### src/rtl/cof_pkg.sv
// Package of constants and carrier types for the conversion output framer
package cof_pkg;

	// ==========================================================
	// Integrity modes
	localparam logic [1:0] COF_INTEG_NONE = 2'h0;
	localparam logic [1:0] COF_INTEG_INV = 2'h1;
	localparam logic [1:0] COF_INTEG_CRC = 2'h2;

	// ==========================================================
	// Checksum
	localparam logic [15:0] COF_CRC_POLY = 16'h1021;
	localparam logic [15:0] COF_CRC_INIT = 16'hffff;

	// ==========================================================
	// Counter and temperature format
	localparam logic [7:0] COF_CNT_RESET = 8'h00;
	localparam int COF_TEMP_BITS = 14;
	localparam int COF_TEMP_PAD = 2;

	// ==========================================================
	// Carriers
	typedef struct packed {
		logic temp_sensor_select;
		logic conv_counter_enable;
		logic [1:0] integ_mode;
	} cof_cfg_t;

	typedef struct packed {
		logic valid;
		logic [7:0] data;
	} cof_byte_t;

endpackage : cof_pkg

### src/rtl/cof_framer.sv
// Conversion and register read-out framer with counter and integrity trailer
`timescale 1ns/1ps
// Contract
// - Temperature mode ignores routing and gain, forces internal reference.
// - Temperature results use the same start and read path as inputs.
// - Temperature 14-bit result is left-justified in the 16-bit word.
// - Two lowest temperature bits carry nothing; host discards them.
// - Serial output of each byte goes least significant bit first.
// - One temperature step is 0.03125 C, negatives in two's complement.
// - Codes 0FFF max, 0001 one step, 3FF8 -0.25 C, 3B00 -40 C.
// - With counter enabled, an 8-bit counter precedes each conversion read.
// - Counter starts at 00h, increments per conversion, wraps FFh to 00h.
// - Counter clears when enable goes 0 then 1, and on reset.
// - Integrity protection covers register read-outs and conversion results.
// - Enabled counter byte is covered by the integrity protection.
// - Mode 01 sends inverted data copy right after the last data byte.
// - Mode 10 sends a 16-bit checksum right after the last data byte.
// - Checksum is CRC-16 poly 1021h, preset FFFFh.
module cof_framer
	import cof_pkg::*;
#(
	parameter int DATA_BYTES = 2
)(
	// Clock and reset
	input wire logic clock,
	input wire logic sys_rst,
	// Configuration
	input wire logic [3:0] cfg_input_route,
	input wire logic [2:0] cfg_gain,
	input wire logic [1:0] cfg_ref_select,
	input wire cof_cfg_t cfg,
	// Converter side
	input wire logic conv_done,
	input wire logic [15:0] conv_raw,
	input wire logic [15:0] temp_raw,
	// Read requests
	input wire logic read_conv,
	input wire logic read_reg,
	input wire logic [7:0] reg_data,
	// Serial output
	input wire logic tx_tick,
	// Outputs
	output logic [3:0] ana_input_route,
	output logic [2:0] ana_gain,
	output logic [1:0] ana_ref_select,
	output logic tx,
	output logic busy,
	output logic [7:0] conv_count
);

	// ==========================================================
	// Parameter check
	initial begin
		if (DATA_BYTES != 2) begin
			$error("DATA_BYTES must be 2");
		end
	end

	localparam logic [1:0] ROUTE_INT_REF = 2'h0;

	typedef enum logic [2:0] {
		ST_IDLE,
		ST_LOAD,
		ST_START,
		ST_BITS,
		ST_STOP
	} cof_state_t;

	// ==========================================================
	// Analog routing overrides
	wire logic [3:0] next_route = cfg.temp_sensor_select ? 4'h0 : cfg_input_route;
	wire logic [2:0] next_gain = cfg.temp_sensor_select ? 3'h0 : cfg_gain;
	wire logic [1:0] next_ref = cfg.temp_sensor_select ? ROUTE_INT_REF : cfg_ref_select;

	always_ff @(posedge clock or posedge sys_rst) begin
		if (sys_rst) begin
			ana_input_route <= 4'h0;
			ana_gain <= 3'h0;
			ana_ref_select <= 2'h0;
		end else begin
			ana_input_route <= next_route;
			ana_gain <= next_gain;
			ana_ref_select <= next_ref;
		end
	end

	// ==========================================================
	// Result latch: same path for temperature and inputs
	// Temperature core gives 14 bits; pad two zero LSBs
	wire logic [15:0] temp_word = {temp_raw[COF_TEMP_BITS-1:0], {COF_TEMP_PAD{1'b0}}};
	wire logic [15:0] next_result = cfg.temp_sensor_select ? temp_word : conv_raw;
	logic [15:0] result;

	always_ff @(posedge clock or posedge sys_rst) begin
		if (sys_rst) begin
			result <= 16'h0000;
		end else if (conv_done) begin
			result <= next_result;
		end
	end

	// ==========================================================
	// Conversion counter
	logic cnt_en_q;
	wire logic cnt_rearm = cfg.conv_counter_enable & ~cnt_en_q;

	always_ff @(posedge clock or posedge sys_rst) begin
		if (sys_rst) begin
			conv_count <= COF_CNT_RESET;
			cnt_en_q <= 1'b0;
		end else begin
			cnt_en_q <= cfg.conv_counter_enable;
			if (cnt_rearm) begin
				conv_count <= COF_CNT_RESET;
			end else if (conv_done) begin
				conv_count <= conv_count + 8'h01;
			end
		end
	end

	// ==========================================================
	// Frame assembly: up to 6 bytes
	// Frame shape is frozen at request so config changes mid-frame are harmless
	logic [7:0] frame [0:5];
	logic [2:0] frame_len;
	logic [2:0] byte_idx;
	logic [2:0] bit_idx;
	logic [7:0] shreg;
	logic [1:0] mode_q;
	logic [15:0] crc;
	cof_state_t state;

	wire logic start_conv = (state == ST_IDLE) && read_conv;
	wire logic start_reg = (state == ST_IDLE) && read_reg && !read_conv;
	wire logic with_cnt = start_conv && cfg.conv_counter_enable;
	wire logic [7:0] b0 = start_reg ? reg_data : (with_cnt ? conv_count : result[7:0]);
	wire logic [7:0] b1 = with_cnt ? result[7:0] : result[15:8];
	wire logic [7:0] b2 = result[15:8];
	wire logic [2:0] data_len = start_reg ? 3'h1 : (with_cnt ? 3'h3 : 3'h2);
	// Inverted copy of the data section, just after the last data byte
	wire logic [7:0] inv_lo = start_reg ? ~reg_data : ~b0;
	wire logic [7:0] inv_mid = ~b1;
	wire logic [7:0] inv_hi = ~b2;

	// CRC accumulated byte by byte as bytes leave the shifter
	wire logic [15:0] crc_next;
	cof_crc_step u_crc (
		.crc_in(crc),
		.data_in(shreg),
		.crc_out(crc_next)
	);

	logic [2:0] data_len_q;
	wire logic in_data = byte_idx < data_len_q;
	wire logic [2:0] next_byte = byte_idx + 3'h1;

	always_ff @(posedge clock or posedge sys_rst) begin
		if (sys_rst) begin
			state <= ST_IDLE;
			tx <= 1'b1;
			busy <= 1'b0;
			frame_len <= 3'h0;
			data_len_q <= 3'h0;
			byte_idx <= 3'h0;
			bit_idx <= 3'h0;
			shreg <= 8'h00;
			mode_q <= COF_INTEG_NONE;
			crc <= COF_CRC_INIT;
			for (int i = 0; i < 6; i++) begin
				frame[i] <= 8'h00;
			end
		end else begin
			case (state)
				ST_IDLE: begin
					tx <= 1'b1;
					if (start_conv || start_reg) begin
						busy <= 1'b1;
						mode_q <= cfg.integ_mode;
						data_len_q <= data_len;
						frame[0] <= b0;
						frame[1] <= start_reg ? inv_lo : b1;
						frame[2] <= b2;
						frame[3] <= inv_mid;
						frame[4] <= inv_hi;
						frame[5] <= inv_hi;
						if (cfg.integ_mode == COF_INTEG_INV) begin
							// Inverted copy covers counter and data alike
							frame_len <= data_len + data_len;
							if (!start_reg) begin
								if (with_cnt) begin
									frame[3] <= inv_lo;
									frame[4] <= inv_mid;
									frame[5] <= inv_hi;
								end else begin
									frame[2] <= inv_lo;
									frame[3] <= inv_mid;
								end
							end
						end else if (cfg.integ_mode == COF_INTEG_CRC) begin
							frame_len <= data_len + 3'h2;
						end else begin
							frame_len <= data_len;
						end
						crc <= COF_CRC_INIT;
						byte_idx <= 3'h0;
						state <= ST_LOAD;
					end
				end
				ST_LOAD: begin
					shreg <= frame[byte_idx];
					if (!in_data && mode_q == COF_INTEG_CRC) begin
						// CRC high byte first, then low byte
						shreg <= (byte_idx == data_len_q) ? crc[15:8] : crc[7:0];
					end
					state <= ST_START;
				end
				ST_START: begin
					if (tx_tick) begin
						tx <= 1'b0;
						bit_idx <= 3'h0;
						state <= ST_BITS;
					end
				end
				ST_BITS: begin
					if (tx_tick) begin
						tx <= shreg[bit_idx];
						bit_idx <= bit_idx + 3'h1;
						if (bit_idx == 3'h7) begin
							state <= ST_STOP;
						end
					end
				end
				ST_STOP: begin
					if (tx_tick) begin
						tx <= 1'b1;
						if (in_data) begin
							crc <= crc_next;
						end
						if (next_byte == frame_len) begin
							busy <= 1'b0;
							state <= ST_IDLE;
						end else begin
							byte_idx <= next_byte;
							state <= ST_LOAD;
						end
					end
				end
				default: begin
					state <= ST_IDLE;
				end
			endcase
		end
	end

endmodule : cof_framer

### src/rtl/cof_crc_step.sv
// One-byte CRC-16 update, most significant bit first
`timescale 1ns/1ps
module cof_crc_step
	import cof_pkg::*;
(
	// Inputs
	input wire logic [15:0] crc_in,
	input wire logic [7:0] data_in,
	// Output
	output logic [15:0] crc_out
);

	// ==========================================================
	// Bitwise division, eight steps unrolled by loop
	always_comb begin
		logic [15:0] c;
		c = crc_in;
		for (int i = 7; i >= 0; i--) begin
			if (c[15] ^ data_in[i]) begin
				c = {c[14:0], 1'b0} ^ COF_CRC_POLY;
			end else begin
				c = {c[14:0], 1'b0};
			end
		end
		crc_out = c;
	end

endmodule : cof_crc_step

### config.mk
export PLATFORM = sky130hd
export DESIGN_NAME = cof_framer
export DESIGN_NICKNAME = d
export VERILOG_FILES = /design/src/rtl/cof_pkg.sv /design/src/rtl/cof_framer.sv /design/src/rtl/cof_crc_step.sv
export SDC_FILE = /design/constraint.sdc
export NUM_CORES = 1
export LEC_CHECK = 0
export BUFFER_PORTS_ARGS = -buffer_cell sky130_fd_sc_hd__buf_2
export CAP_MARGIN = 20
export CORE_ASPECT_RATIO = 0.5
export CORE_MARGIN = 1
export CORE_UTILIZATION = 30
export CTS_BUF_LIST = sky130_fd_sc_hd__clkbuf_4 sky130_fd_sc_hd__clkbuf_8 sky130_fd_sc_hd__clkbuf_16
export DETAILED_ROUTE_END_ITERATION = 10
export GPL_TIMING_DRIVEN = 0
export PLACE_DENSITY = 0.53
export SETUP_SLACK_MARGIN = 0.1
export SYNTH_ARGS = -nofsm -noshare
export SYNTH_HDL_FRONTEND = slang
export SYNTH_SLANG_ARGS = --single-unit
### constraint.sdc
create_clock -name clock -period 9.2 [get_ports clock]
set_input_delay 1.84 -clock clock [delete_from_list [all_inputs] [get_ports clock]]
set_output_delay 1.84 -clock clock [all_outputs]
set_load 0.01 [all_outputs]
---- Yosys cells after proc, flatten, opt, wreduce, memory -nomap -nowiden ----
Cells that the tools add are included.
word-level totals
  flip-flop bits (word level) ............. 125
  input bits .............................. 59
  logic and storage cells ................. 152
operators by class
  equal/unequal tests ..................... 18
  order comparisons ....................... 3
  muxes and demuxes ....................... 61
  bitwise operators ....................... 23
  add/subtract/negate cells ............... 5
  reductions and logical operators ........ 20
operator list
  operator                                              number
  2-to-1 mux 13 bit                                     8
  2-to-1 mux 8 bit                                      13
  2-to-1 mux 16 bit                                     5
  2-to-1 mux 32 bit                                     2
  2-to-1 mux 3 bit                                      13
  NOT 8 bit                                             4
  one-hot mux 16 bit (2 select lines)                   1
  binary-select mux 8 bit (select 3 bit)                1
  NOT 3 bit                                             8
  AND reduction 4 bit                                   4
  one-hot mux 3 bit (5 select lines)                    1
  != test 2 bit (second input constant)                 7
  one-hot mux 3 bit (2 select lines)                    2
  2-to-1 mux 1 bit                                      9
  adder 8 x 1 -> 8 bit (second input constant)          1
  XOR 1 bit                                             8
  adder 3 x 1 -> 3 bit (second input constant)          2
  equality test 3 x 2 -> 1 bit (second input constant)  2
  equality test 3 bit                                   2
  equality test 3 bit (second input constant)           2
  nonzero test 2 bit                                    3
  logical AND 1 bit                                     5
  AND reduction 5 bit                                   1
  equality test 2 bit (second input constant)           2
  22 further kinds                                      24

---- Logic depth before layout (Yosys ltp) ----
  depth in word-level cells ............... 19
  mapped depth ............................ 9
  gate-level depth less buffers ........... 6

---- By module ----
A second synthesis with hierarchy kept.
second synthesis, totals
  cells, all modules ...................... 670
  area, all modules ....................... 6,931.6 µm²
by module, submodules not included
  module        seq. area each (µm²)  instances  cells an instance  area an instance (µm²)
  cof_framer    3,124.2               1          645                6,543.8
  cof_crc_step  0.0                   1          25                 387.9

---- Worst setup path after synthesis ----
No wires, ideal clock.
  kind .................................... input to register
  start point ............................. in read_reg
  end point ............................... reg frame_len[1]
  slack ................................... 5.810 ns
  path buffers ............................ 1
  library setup time ...................... 0.123 ns
  cell stages on the path ................. 7
  required time ........................... 9.077 ns
  arrival time ............................ 3.266 ns
  path through ............................ or4b_4 -> nor2_2 -> inv_1 -> clkbuf_1 -> ha_1 -> o22ai_1 -> o21ai_1
on the way
  word-level cells in the longest chain between the ends .. 6
  elaborated cells between the ends (all ways) .. 9
ends and longest elaborated chain
  item                                 line               source
  start, declared                      cof_framer.sv:38   input wire logic read_reg,
  logical AND 1 bit (*) (2 in series)  cof_framer.sv:134  wire logic start_reg = (state == ST_IDLE) && read_reg && !read_conv;
  2-to-1 mux 2 bit (*)                 cof_framer.sv:139  wire logic [2:0] data_len = start_reg ? 3'h1 : (with_cnt ? 3'h3 : 3'h2);
  via data_len[1]                      cof_framer.sv:139
  adder 2 x 2 -> 3 bit                 cof_framer.sv:200  frame_len <= data_len + 3'h2;
  2-to-1 mux 3 bit                     cof_framer.sv:199  end else if (cfg.integ_mode == COF_INTEG_CRC) begin
  2-to-1 mux 3 bit (*)                 cof_framer.sv:186  if (cfg.integ_mode == COF_INTEG_INV) begin
  end signal, assigned                 cof_framer.sv:188  frame_len <= data_len + data_len;
  end signal, assigned                 cof_framer.sv:200
  end signal, assigned                 cof_framer.sv:202  frame_len <= data_len;
  end, declared                        cof_framer.sv:125  logic [2:0] frame_len;
Mark *: on every way through the listed nets, which the timed path passes. The rest lies on a longest branch.
A chain may end at the register's enable or synchronous reset.

---- Worst setup path after layout ----
Ends and elaborated chain as after synthesis.

==> results.py <==
metrics = {
    "run": {
        "cap_violations": 0,
    },
    "logic_synthesis": {
        "synth_top_area_cells": "sky130_fd_sc_hd__dfrtp_1 (40%), sky130_fd_sc_hd__dfstp_2 (6.7%), sky130_fd_sc_hd__mux2i_1 (4.6%)",
        "post_syn_instances": 647,
        "yosys.area.top_type": "sky130_fd_sc_hd__dfrtp_1",
        "synth_top_area_share_pct": 40.0,
        "synth-edff-count": 0,
        "avgSynthCellArea_um2": 10.3,
        "synth_sequential_area_ratio_pct": 46.7,
        "synth_async_sr_flop_share_pct": 100,
        "ys_dominant_reg_cell": "sky130_fd_sc_hd__dfrtp_1",
        "synthDistinctLibCells": 57,
        "synth_seq_cells": 124,
        "synth.net_count": 713,
        "post_syn_area_um2": 6690,
        "synth-warning-count": 0,
    },
    "clock_network": {
        "clock-root-buffer": "sky130_fd_sc_hd__clkbuf_16",
        "cts_buffer_depth": 2,
        "clock_latency_ns": 0.42,
        "h-tree-depth": 4,
        "cts.repair.resized": 0,
        "postCtsHoldBufs": 0,
        "tritoncts.num_buffers": 17,
        "worst_setup_hold_path_clk_slew_ns": 0.06,
        "postCtsSetupBuffers": 0,
        "cts.sink_count": 124,
        "cts_tree": "built",
    },
    "drt": {
        "dr.max_layer_used": "met4",
        "drt_drc_violations_left": 0,
        "finalWirelength_um": 19600,
        "met3_length_um": 834,
        "wl_met1_um": 9570,
        "detail_route.wl_per_cell_um": 18.7,
        "drt_pre_antenna_iters": 4,
        "met2_wirelength_um": 8910,
        "detailroute.via_count": 5314,
        "drt_first_iter_violations": 388,
        "vias_per_cell": 5.06,
        "ant_nets": 0,
    },
    "critical_path": {
        "crit-reg2reg-capture": "crc[11]",
        "worst_path_dominant_cell_family": "simple AND/OR/NAND/NOR gates",
        "critPathBufInv": 3,
        "timing.reg2reg.setup_slack_ns": 6.30,
        "critical_path_peak_fanout": 10,
        "critical_path.endpoint_type": "flop",
        "r2r-start": "byte_idx[0]",
        "crit_path_top_delay_cell": "sky130_fd_sc_hd__or4b_4",
        "setup.worst_path.start_class": "input pin",
        "longest_individual_stage_delay_on_the_worst_path_ns": 0.51,
        "worst_setup_path_startpoint": "read_reg",
        "required_ns": 9.49,
        "crit_arrival_ns": 3.80,
        "path_class": "input pin to flop",
        "path_cells": "buf_2 -> or4b_4 -> nor2_2 -> inv_1 -> clkbuf_1 -> ha_1 -> o22ai_1 -> o21ai_1",
        "reg2reg_depth": 9,
    },
    "pwr": {
        "irDropWorstVdd_mv": 0.145,
        "p_per_area_nw_per_um2": 308,
        "cellLeakagePower_nw": 3.58,
        "p_seq_share_pct": 37.6,
        "switching_share_pct": 35.3,
        "combinationalPowerShare_pct": 36.3,
        "internal_power_mw": 1.60,
        "clockPowerShare_pct": 26.1,
        "total_power_mw": 2.47,
        "p_switching_mw": 0.873,
    },
    "sta": {
        "final_setup_violation_count": 0,
        "setup_tns_ns": 0,
        "fin_crit_sh_pct": 38.1,
        "hold_ws_ns": 0.474,
        "layout_min_cycle_time_ns": 3.51,
        "achievable-frequency_mhz": 285,
        "rsz0062_at_grt": "false",
        "finalWorstSetupSlack_ns": 5.69,
        "clock-skew-final_ns": 0.00865,
        "timing_worst_slew_pin_value_ns": 0.910,
        "count_of_pins_over_their_slew_limit": 0,
        "hold_viol": 0,
        "max-slew-margin-rel_pct": 38.4,
    },
    "layout": {
        "final_cell_count_no_fill": 1051,
        "finalInstanceArea_um2": 8010,
        "num-nets-final": 805,
        "num-fill-cells": 2273,
        "final_core_utilization_pct": 36.8,
        "layout-drive-gt1-share_pct": 25.3,
        "ff_latch_area_um2": 3120,
        "multi_input_comb_area_um2": 3240,
        "area_delta_synth_final_pct": 19.8,
        "most_common_library_cell_in_the_layout_ignoring_fill_and_taps": "sky130_fd_sc_hd__dfrtp_1",
        "commonest_cells_after_routing_fill_and_taps_aside": "sky130_fd_sc_hd__dfrtp_1 (107), sky130_fd_sc_hd__buf_2 (88), sky130_fd_sc_hd__nand2_1 (64)",
        "num_antenna_cells": 0,
    },
    "global_routing": {
        "grt_util_all_layers_pct": 18.3,
        "grt-ovfl-total": 0,
        "grt_pass1_wl_um": 32000,
        "grt_antenna_before_repair": 0,
        "maximum_number_of_pins_on_one_net_before_global_route_repair": 83,
        "vias_in_the_first_global_route": 5581,
    },
    "run_status": {
        "status": "complete, no violations",
    },
    "placed_design": {
        "dpl.hpwl_um": 14200,
        "placed_cells": 1020,
        "count_of_buffers_inserted_at_the_top_level_ports": 72,
        "dpl_cell_area_um2": 7460,
        "detailedPlace.worstSlack_ns": 5.27,
        "routabilityCongestion": 0.817,
    },
    "floorplan": {
        "die_area_um2": 22900,
        "dieWidth_um": 213,
        "fp.coreArea_um2": 21800,
        "initial_utilization_pct": 30.7,
        "chip_height_um": 108,
        "placement_rows": 38,
        "design.portCount": 78,
    },
    "worst_hold_path": {
        "hold_path_startpoint": "busy",
        "worst_hold_path_type": "flop to flop",
        "whs_path_depth": 1,
        "min_delay_worst_endpoint": "busy",
    },
}
==> synthesized netlist by cell type (11+ instances only) <==
library cell,count
sky130_fd_sc_hd__nor2b_1,13
sky130_fd_sc_hd__dfrtp_1,107
sky130_fd_sc_hd__o31ai_1,11
sky130_fd_sc_hd__a21o_1,14
sky130_fd_sc_hd__a211oi_1,15
sky130_fd_sc_hd__mux2i_1,31
sky130_fd_sc_hd__a21oi_1,20
sky130_fd_sc_hd__xor2_1,13
sky130_fd_sc_hd__clkbuf_1,20
sky130_fd_sc_hd__nor2_1,45
sky130_fd_sc_hd__o21ai_0,30
sky130_fd_sc_hd__inv_1,23
sky130_fd_sc_hd__o21ai_1,14
sky130_fd_sc_hd__nand2_1,64
sky130_fd_sc_hd__mux2_2,23
sky130_fd_sc_hd__dfstp_2,17
sky130_fd_sc_hd__and3_1,18
sky130_fd_sc_hd__xnor2_1,15
sky130_fd_sc_hd__buf_2,16
==> layer usage <==
metal  vias up  GRT usage (%)
li1       2537              -
met4         0           4.95
met1      2611           25.7
met3        21           3.47
met5         -              0
met2       145           28.8
==> area by class of cell <==
| class | count | share of cell area (%) |
|---|---|---|
| plain buffers | 46 | 2.97 |
| clock buffers | 18 | 5.48 |
| clock inverters | 13 | 1.47 |
| inverters | 23 | 1.14 |
| multi-input cells | 454 | 40.4 |
| flip-flops and latches | 124 | 39.0 |
| well taps | 300 | 4.68 |
| repair buffers | 73 | 4.84 |
==> power groups by stage <==
| stage | Clock (mW) | Sequential (mW) | Combinational, mW |
|---|---|---|---|
| final | 0.644 | 0.928 | 0.898 |
| after floorplan | 0 | 0.879 | 0.707 |
| after global routing | 0.678 | 0.953 | 0.997 |
| after CTS | 0.654 | 0.924 | 0.905 |
| after global placement | 0 | 0.926 | 0.883 |
| after detailed placement | 0 | 0.931 | 0.900 |
==> state kept, by name, indices dropped and copies added, names as in the netlist, 3 cells and up <==
name             flops
result              16
crc                 16
ana_input_route      4
bit_idx              3
conv_count           8
state                3
frame_len            3
frame               48
shreg                8
ana_gain             3
byte_idx             3
==> how the worst max path moves through the flow <==
stage / endpoint / slack [ns] / depth (start not counted)
2_1_floorplan: ana_gain[0] / 4.09 / 1
3_3_place_gp: result[8] / 2.33 / 2
3_5_place_dp: frame_len[1] / 5.27 / 8
4_1_cts: frame_len[1] / 5.71 / 8
5_1_grt: frame_len[1] / 5.53 / 8
6_report: frame_len[1] / 5.69 / 8
==> cell families after synthesis <==
logic type | after synthesis | synth area share, %
simple gates | 181 | 13.2
xor+xnor | 29 | 4.00
flops | 124 | 46.7
mux | 62 | 11.2
fa+ha+maj | 7 | 1.31
buf+inv | 69 | 4.84
compound gates | 175 | 18.8
Power figures use the tool's default switching activity.
